**src/hdl/tmr_pkg.sv**
```systemverilog
// constants for the timer with shared prescaler
// Function
// - eight-bit count register, readable and writable by software
// - source select clear: timer mode, one increment per instruction cycle while the prescaler serves the watchdog
// - count write suppresses incrementing for the two following cycles
// - source select set: count edges of the external count input
// - edge select bit: clear counts rising, set counts falling edges
// - prescaler serves timer or watchdog exclusively, never both
// - assignment bit clear routes prescaler to the timer
// - timer ratios 1:2 to 1:256 in power-of-two steps
// - prescaler is an eight-bit counter, pre- or post-divider
// - prescaler count has no software read or write path
// - count writes clear prescaler while it serves the timer
// - watchdog clear clears prescaler while it serves the watchdog
// - any reset forces every prescaler bit to zero
// - count register keeps its value across reset
// - without timer prescaler, pin goes straight to the synchroniser
// - prescaler output sampled in phases two and four
// - timer prescaler divides the external input as a ripple chain; the code steps it on synchronised pin edges, clocked by i_clk
// - increment follows only after synchronised output propagates
package tmr_pkg;
   localparam logic [6:0] TIMER_COUNT_ADDR = 7'h01;
   localparam logic [5:0] CONFIG_RESET     = 6'h3F;
   localparam int         SRC_SEL_BIT      = 5;
   localparam int         EDGE_SEL_BIT     = 4;
   localparam int         ASSIGN_BIT       = 3;
   localparam int         RATIO_MSB        = 2;
   localparam int         PRESCALE_W       = 8;
   localparam int         INHIBIT_CYCLES   = 2;
   localparam int         PHASES           = 4;
   localparam logic [1:0] PHASE_TWO        = 2'h1;
   localparam logic [1:0] PHASE_FOUR       = 2'h3;
endpackage

```
**src/hdl/timer_with_shared_prescaler.sv**
```systemverilog
// timer/counter with prescaler shared with the watchdog
`timescale 1ns/1ps
module timer_with_shared_prescaler (
   input  wire logic       i_clk,
   input  wire logic       i_rst_n,
   input  wire logic [6:0] i_reg_addr,
   input  wire logic       i_reg_wr,
   input  wire logic [7:0] i_reg_wdata,
   output logic      [7:0] o_reg_rdata,
   input  wire logic       i_config_wr,
   input  wire logic [5:0] i_config_wdata,
   input  wire logic       i_watchdog_clear_instr,
   input  wire logic       i_watchdog_tick,
   input  wire logic       i_ext_count_input,
   output logic            o_watchdog_timeout
);
   logic [5:0] config_q;
   logic [1:0] phase_q;
   logic       pin_s1_q;
   logic       pin_s2_q;
   logic       pin_prev_q;
   logic       samp_q;
   logic       samp_prev_q;
   logic [7:0] count_q;
   logic [1:0] inhibit_q;
   logic       wd_prev_q;
   logic       src_sel;
   logic       edge_sel;
   logic       to_watchdog;
   logic [2:0] ratio;
   logic       count_wr;
   logic       pin_edge;
   logic       ps_step;
   logic       ps_clear;
   logic [7:0] ps_count;
   logic       ps_out;
   logic       src_level;
   logic       inc_event;
   logic       wd_out;

   // phase decode helpers, not called; the prescaler, sampler and inhibit logic compare phase_q directly
   function automatic logic is_phase_two(input logic [1:0] ph);
      return ph == tmr_pkg::PHASE_TWO;
   endfunction

   function automatic logic is_phase_four(input logic [1:0] ph);
      return ph == tmr_pkg::PHASE_FOUR;
   endfunction

   // widths below are fixed by the eight-bit chain, three ratio bits and the two-bit inhibit and phase counters
   initial begin
      if (tmr_pkg::PRESCALE_W != 8) $error("prescaler must be 8 stages");
      if (tmr_pkg::RATIO_MSB != 2) $error("ratio field must be 3 bits");
      if (tmr_pkg::INHIBIT_CYCLES > 3) $error("inhibit count too large");
      if (tmr_pkg::PHASES != 4) $error("phase counter holds 4 phases");
   end

   assign src_sel     = config_q[tmr_pkg::SRC_SEL_BIT];
   assign edge_sel    = config_q[tmr_pkg::EDGE_SEL_BIT];
   assign to_watchdog = config_q[tmr_pkg::ASSIGN_BIT];
   assign ratio       = config_q[tmr_pkg::RATIO_MSB:0];
   assign count_wr    = i_reg_wr && (i_reg_addr == tmr_pkg::TIMER_COUNT_ADDR);

   // config is write-only, so no read path
   always_ff @(posedge i_clk) begin
      if (!i_rst_n) begin
         config_q <= tmr_pkg::CONFIG_RESET;
      end else if (i_config_wr) begin
         config_q <= i_config_wdata;
      end
   end

   // four internal phases per instruction cycle model
   always_ff @(posedge i_clk) begin
      if (!i_rst_n) begin
         phase_q <= 2'h0;
      end else begin
         phase_q <= phase_q + 2'h1;
      end
   end

   // pin synchroniser, then edge detect on the second stage
   always_ff @(posedge i_clk) begin
      if (!i_rst_n) begin
         pin_s1_q   <= 1'b0;
         pin_s2_q   <= 1'b0;
         pin_prev_q <= 1'b0;
      end else begin
         pin_s1_q   <= i_ext_count_input;
         pin_s2_q   <= pin_s1_q;
         pin_prev_q <= pin_s2_q;
      end
   end

   assign pin_edge = edge_sel ? (pin_prev_q & ~pin_s2_q)
                              : (~pin_prev_q & pin_s2_q);

   always_ff @(posedge i_clk) begin
      if (!i_rst_n) begin
         wd_prev_q <= 1'b0;
      end else begin
         wd_prev_q <= i_watchdog_tick;
      end
   end

   // prescaler input: counting edge for the timer, tick for the watchdog
   always_comb begin
      if (to_watchdog) begin
         ps_step = i_watchdog_tick & ~wd_prev_q;
      end else if (src_sel) begin
         ps_step = pin_edge;
      end else begin
         ps_step = (phase_q == tmr_pkg::PHASE_FOUR);
      end
   end

   assign ps_clear = (!to_watchdog && count_wr) ||
                     (to_watchdog && i_watchdog_clear_instr);

   prescale_ripple #(
      .WIDTH (tmr_pkg::PRESCALE_W)
   ) u_prescale (
      .i_clk   (i_clk),
      .i_rst_n (i_rst_n),
      .i_clear (ps_clear),
      .i_step  (ps_step),
      .o_count (ps_count)
   );

   // bit n of the chain divides by 2^(n+1)
   assign ps_out = ps_count[ratio];

   always_comb begin
      if (to_watchdog) begin
         src_level = src_sel ? pin_s2_q : phase_q[1];
      end else begin
         src_level = ps_out;
      end
   end

   assign wd_out = to_watchdog ? ps_out : i_watchdog_tick;

   // sample the divided level only in phases two and four
   always_ff @(posedge i_clk) begin
      if (!i_rst_n) begin
         samp_q      <= 1'b0;
         samp_prev_q <= 1'b0;
      end else if (phase_q == tmr_pkg::PHASE_TWO ||
                   phase_q == tmr_pkg::PHASE_FOUR) begin
         samp_q      <= src_level;
         samp_prev_q <= samp_q;
      end
   end

   always_comb begin
      if (to_watchdog && src_sel) begin
         inc_event = pin_edge;
      end else if (to_watchdog) begin
         inc_event = (phase_q == tmr_pkg::PHASE_FOUR);
      end else begin
         // one increment per rising edge of the divided level
         inc_event = (phase_q == tmr_pkg::PHASE_FOUR ||
                      phase_q == tmr_pkg::PHASE_TWO) &&
                     samp_q && !samp_prev_q;
      end
   end

   // count register, no reset so the value survives resets
   always_ff @(posedge i_clk) begin
      if (count_wr) begin
         count_q <= i_reg_wdata;
      end else if (inc_event && inhibit_q == 2'h0) begin
         count_q <= count_q + 8'h01;
      end
   end

   // inhibit window measured in instruction cycles
   always_ff @(posedge i_clk) begin
      if (!i_rst_n) begin
         inhibit_q <= 2'h0;
      end else if (count_wr) begin
         inhibit_q <= 2'(tmr_pkg::INHIBIT_CYCLES);
      end else if (inhibit_q != 2'h0 &&
                   phase_q == tmr_pkg::PHASE_FOUR) begin
         inhibit_q <= inhibit_q - 2'h1;
      end
   end

   always_ff @(posedge i_clk) begin
      if (!i_rst_n) begin
         o_reg_rdata        <= 8'h00;
         o_watchdog_timeout <= 1'b0;
      end else begin
         o_reg_rdata        <= count_q;
         o_watchdog_timeout <= wd_out;
      end
   end
endmodule

```
**src/hdl/prescale_ripple.sv**
```systemverilog
// eight-stage divide-by-two chain of the shared prescaler
`timescale 1ns/1ps
module prescale_ripple #(
   parameter int WIDTH = tmr_pkg::PRESCALE_W
) (
   input  wire logic             i_clk,
   input  wire logic             i_rst_n,
   input  wire logic             i_clear,
   input  wire logic             i_step,
   output logic      [WIDTH-1:0] o_count
);
   initial begin
      if (WIDTH < 1) $error("prescaler width must be positive");
   end

   logic [WIDTH-1:0] cnt_q;
   logic [WIDTH:0]   carry;

   assign carry[0] = i_step;

   genvar g;
   generate
      for (g = 0; g < WIDTH; g++) begin : g_stage
         // each stage toggles when all lower stages roll over
         assign carry[g+1] = carry[g] & cnt_q[g];
         always_ff @(posedge i_clk) begin
            if (!i_rst_n || i_clear) begin
               cnt_q[g] <= 1'b0;
            end else if (carry[g]) begin
               cnt_q[g] <= ~cnt_q[g];
            end
         end
      end
   endgenerate

   assign o_count = cnt_q;
endmodule

```
**config.mk**
```make
export PLATFORM = sky130hd
export DESIGN_NAME = timer_with_shared_prescaler
export DESIGN_NICKNAME = d
export VERILOG_FILES = /design/src/hdl/tmr_pkg.sv /design/src/hdl/timer_with_shared_prescaler.sv /design/src/hdl/prescale_ripple.sv
export SDC_FILE = /design/constraint.sdc
export NUM_CORES = 1
export LEC_CHECK = 0
export BUFFER_PORTS_ARGS = -buffer_cell sky130_fd_sc_hd__buf_4
export CORE_ASPECT_RATIO = 1.75
export CORE_MARGIN = 3
export CORE_UTILIZATION = 34
export CTS_BUF_LIST = sky130_fd_sc_hd__clkbuf_8
export DETAILED_ROUTE_END_ITERATION = 7
export PLACE_DENSITY = 0.52
export RECOVER_POWER = 100
export SETUP_SLACK_MARGIN = 0.4
export SKIP_CTS_REPAIR_TIMING = 1
export SYNTH_ARGS = -nofsm -noshare
export SYNTH_HDL_FRONTEND = slang
export SYNTH_SLANG_ARGS = --single-unit
```
**constraint.sdc**
```tcl
create_clock -name i_clk -period 2 [get_ports i_clk]
set_input_delay 0.4 -clock i_clk [delete_from_list [all_inputs] [get_ports i_clk]]
set_output_delay 0.4 -clock i_clk [all_outputs]
set_load 0.01 [all_outputs]
```
# == After elaboration in Yosys (flattened, before gate mapping) ==
# Index checks and enable logic that the tools add are counted.
# totals
register_bits,41
in_bits,28
word_cells,83
output_inout_bits,9
# classes
eq_ne,3
n_addsub,3
magnitude_cmp,1
bitwise,22
n_mux,14
n_reduce_logical,19
# ops
op,n
$mux W8,2
$not A1 Y1,12
$and A1 B1 Y1,10
$mux W1,9
$add A8 B1 Y8 const B,1
$logic_and A1 B1 Y1,8
$eq A7 B1 Y1 const B,1
$reduce_bool A2 Y1,3
$lt A3 B4 Y1 const B,1
$mux W2,2
$bmux W1 S3,1
$logic_not A1 Y1,3
$logic_or A1 B1 Y1,3
$add A2 B1 Y2 const B,1
$eq A2 B1 Y1 const B,1
$eq A2 B2 Y1 const B,1
$logic_not A2 Y1,1
$reduce_or A2 Y1,1
$sub A2 B1 Y2 const B,1

# == Logic depth before layout (Yosys ltp) ==
# depth
word_depth,12
depth_mapped,6
depth_no_buf,6

# == Modules after synthesis ==
# From an unflattened synthesis, not the netlist that was laid out.
# hier_totals
hier_cells,173
hier_area_um2,1783.0
# modules_own_cells
module,instances,cells_per_inst,area_per_inst_um2,seq_area_each_um2
timer_with_shared_prescaler,1,136,1448.9,740.7
prescale_ripple,1,37,334.1,160.2

# == Least setup slack after synthesis ==
# Ideal clock, no wire load.
# synth_timing
kind,input to register
start,in i_reg_addr[1]
end,reg count_q[0] (enable)
required_time_ns,1.671
setup_time_ns,0.329
path_stages,4
arrival_ns,1.613
n_path_buf,1
slack_ns,0.058
cell_sequence,nor4b_1 > nand2_1 > clkbuf_1 > nand2_1
# synth_via
elab_chain_len,3
# synth_lines
element,line_no,text
start: declaration,timer_with_shared_prescaler.sv:6,"input wire logic [6:0] i_reg_addr,"
$eq A7 B1 Y1,timer_with_shared_prescaler.sv:62,assign count_wr = i_reg_wr && (i_reg_addr == tmr_pkg::TIMER_COUNT_ADDR);
$logic_and A1 B1 Y1,timer_with_shared_prescaler.sv:62,
$reduce_bool A2 Y1 (no source line),n/a,
end signal: assignment,timer_with_shared_prescaler.sv:171,count_q <= i_reg_wdata;
end signal: assignment,timer_with_shared_prescaler.sv:173,count_q <= count_q + 8'h01;
end: declaration,timer_with_shared_prescaler.sv:24,logic [7:0] count_q;
# Every way passes these cells.
# A chain may end at the register's enable or synchronous reset.

# == Final worst setup path ==
# layout_timing
start,reg pin_s2_q
end,"reg u_prescale.cnt_q[1], in the netlist u_prescale.o_count[1]"
# layout_via
elab_chain_len,6
word_cells_on_any_way,7
classes_between,3 x mux; 4 x bitwise
# layout_lines
element,line_no,text
start: declaration,timer_with_shared_prescaler.sv:20,logic pin_s2_q;
start signal: assignment,timer_with_shared_prescaler.sv:90,pin_s2_q <= pin_s1_q;
$not A1 Y1,timer_with_shared_prescaler.sv:95,assign pin_edge = edge_sel ? (pin_prev_q & ~pin_s2_q)
$and A1 B1 Y1,timer_with_shared_prescaler.sv:95,
$mux W1 (*),timer_with_shared_prescaler.sv:95,
$mux W1 (*),timer_with_shared_prescaler.sv:110,end else if (src_sel) begin
$mux W1 (*),timer_with_shared_prescaler.sv:108,if (to_watchdog) begin
$and A1 B1 Y1 (*),prescale_ripple.sv:25,assign carry[g+1] = carry[g] & cnt_q[g];
end signal: indexed assignment,prescale_ripple.sv:30,cnt_q[g] <= ~cnt_q[g];
end: declaration,prescale_ripple.sv:16,logic [WIDTH-1:0] cnt_q;
# Mark *: on every way between the ends. The rest lies on a longest branch, timed or not.

==> results.txt <==
Worst Path Required - 2.22 ns
EDFF count, synth - 8
top cells by area, synth - dfxtp_1, edfxtp_1, mux2i_1
syn avg cell area - 10.19 um^2
Net Count, Synth - 217
vias in the first global route - 1553
max-capacitance violation count - 0
Synth-to-Final Area Change - 28.73%
Synth Register Bits - 41
post-synth cell types - 40
FFs w/ async S/R, synth - 0%
Pleak - 0.9039 nW
GRT Residual Overflow - 0
Mapped Cells - 185
Non-Filler Instances - 306
Clock transition at path regs - 0.08 ns
layout cells sized above 1 - 27.59%
crit path capture type - flip-flop
Die Width - 62.30 um
DP Area - 2267 um^2
Vert. Die Dim - 104.5 um
commonest non-fill, non-tap cells in the layout - dfxtp_1, buf_4, nand2_1
Synth Cell Area - 1886 um^2
Synth Flop Type - dfxtp_1
initial core utilization - 35.58%
Vias - 1516
DRC - 0
worst slew pin tran - 0.6285 ns
outcome - complete, no violations
CTS tree - built
drt pass-1 iters - 4
# clock sinks - 41
sum of negative setup slack - 0 ns
hold_ws - 0.3123 ns
Clock Skew - 0.005432 ns
wire per inst - 14.38 um
root buffer cell - clkbuf_8
Seq/Total Area, Yosys - 47.78%
clock latency on the worst-skew pair - 0.29 ns
Hold Path Class - in -> reg
ANT cells - 0
Startpoint Class - flip-flop
number of DRC markers in iteration 0 - 62
Routed Antenna Nets - 0
period utilisation layout - 92.38%
IO Port Bufs - 36
cts bufs inserted - 5
Die ar. - 6511 um^2
Finished Cell Area - 2427 um^2
Power Density - 726.6 nW/um^2
Yosys top cell area share - 35.04%
Rel. slew slack - 58.00%
RePlAce Congestion - 0.7317
Final Critical Period - 1.848 ns
commonest non-fill, non-tap cell in the layout - dfxtp_1
Routed WL - 4.401 mm
critical path type - reg -> reg
count of final max-slew check failures - 0
RSZ-0062 raised after global routing - true
Placed Cells incl. Taps - 292
vias per cell - 4.954
final core occ - 45.81%
Final setup viols - 0
num rows - 35
# IOs - 37
peak fanout along the critical path - 6
CTS max path bufs - 2
gr usage total - 14.18%
Worst VDD drop - 427.0 uV
largest net degree at the start of global routing - 21
H-tree depth - 2
DP HPWL - 3.372 mm
WP data arrival - 2.07 ns
initial antenna violation count - 0
cell taking the most area after synthesis - dfxtp_1
nets - 263
synth warn - 0
global-route wire length before repair - 7.279 mm
core footprint - 5299 um^2
Max Clock Freq - 541.3 MHz
final hold vios - 0
-- Yosys cell counts, types with 2 or more instances --
cell type,instances
a211o_2,2
a211oi_1,4
a21oi_1,15
a311o_1,2
a311oi_1,3
and2_1,12
and3_1,3
clkbuf_1,4
dfxtp_1,33
edfxtp_1,8
ha_1,4
inv_1,8
mux2i_1,11
mux4_2,2
nand2_1,20
nand2b_1,2
nand3_1,7
nor2_1,12
nor4b_1,3
o211ai_1,2
o21ai_0,3
or2_2,2
xnor2_1,2
xor2_1,5
-- layout make-up --
type                            instances  area (um^2)
Clock inverter                          3        37.54
Timing Repair Buffer                   45        292.8
Clock buffer                            5        68.82
Tap cell                               74        92.59
Sequential cell                        41        902.1
Fill cell                             538         2872
Inverter                                8        30.03
Multi-Input combinational cell        130         1003
-- flip-flops by register name, indices dropped and copies added, names as in the netlist, 2 cells and up --
| signal | flops |
|---|---|
| config_q | 6 |
| phase_q | 2 |
| o_reg_rdata | 8 |
| inhibit_q | 2 |
| count_q | 8 |
| u_prescale.o_count | 8 |
-- layer usage --
layer	vias up	wire length, um	track usage, %
met5	-	0	0
li1	750	-	-
met4	0	76	6.161
met2	22	2709	28.24
met3	7	126	3.243
met1	737	1488	13.28
-- worst paths after layout --
kind                          from                                 end  slack [ns]  depth (start not counted)
max reg2reg    pin_s2_q$_SDFF_PN0_  u_prescale.o_count[1]$_SDFFE_PP0N_        0.15                          5
min reg2reg  phase_q[0]$_SDFF_PN0_               phase_q[0]$_SDFF_PN0_        0.46                          1
max            pin_s2_q$_SDFF_PN0_  u_prescale.o_count[1]$_SDFFE_PP0N_        0.15                          5
min              i_ext_count_input                 pin_s1_q$_SDFF_PN0_        0.31                          2
-- per-stage QoR --
step / setup WS [ns] / power [mW]
after floorplan: 0.2998 / 1.040
after global placement: 0.2038 / 1.130
after detailed placement: 0.1601 / 1.133
after CTS: 0.1382 / 1.779
after global routing: 0.08983 / 1.847
final: 0.1525 / 1.764
-- report_power, final --
part	total [mW]	internal [mW]	switching, mW
combinational	0.200	0.103	0.0975
clock	0.648	0.364	0.285
sequential	0.916	0.885	0.0304
total	1.76	1.35	0.413
-- logic make-up after synthesis --
kind of cell | count (synthesis) | share of synthesized area [%]
AO/OA/AOI/OAI | 35 | 14.00
XOR/XNOR | 7 | 3.252
adder cells (fa/ha/maj) | 4 | 2.654
buffers and inverters | 14 | 3.716
flip-flops | 41 | 47.78
multiplexers | 14 | 8.826
AND/OR/NAND/NOR | 70 | 19.78
-- worst max-delay path: stages (launching register included) --
cell	delay, ns
dfxtp_1	0.37
or3b_4	0.40
a311o_1	0.39
clkbuf_1	0.18
a211o_2	0.30
a21oi_1	0.12
Note: power is estimated with default switching activity, not from simulation.
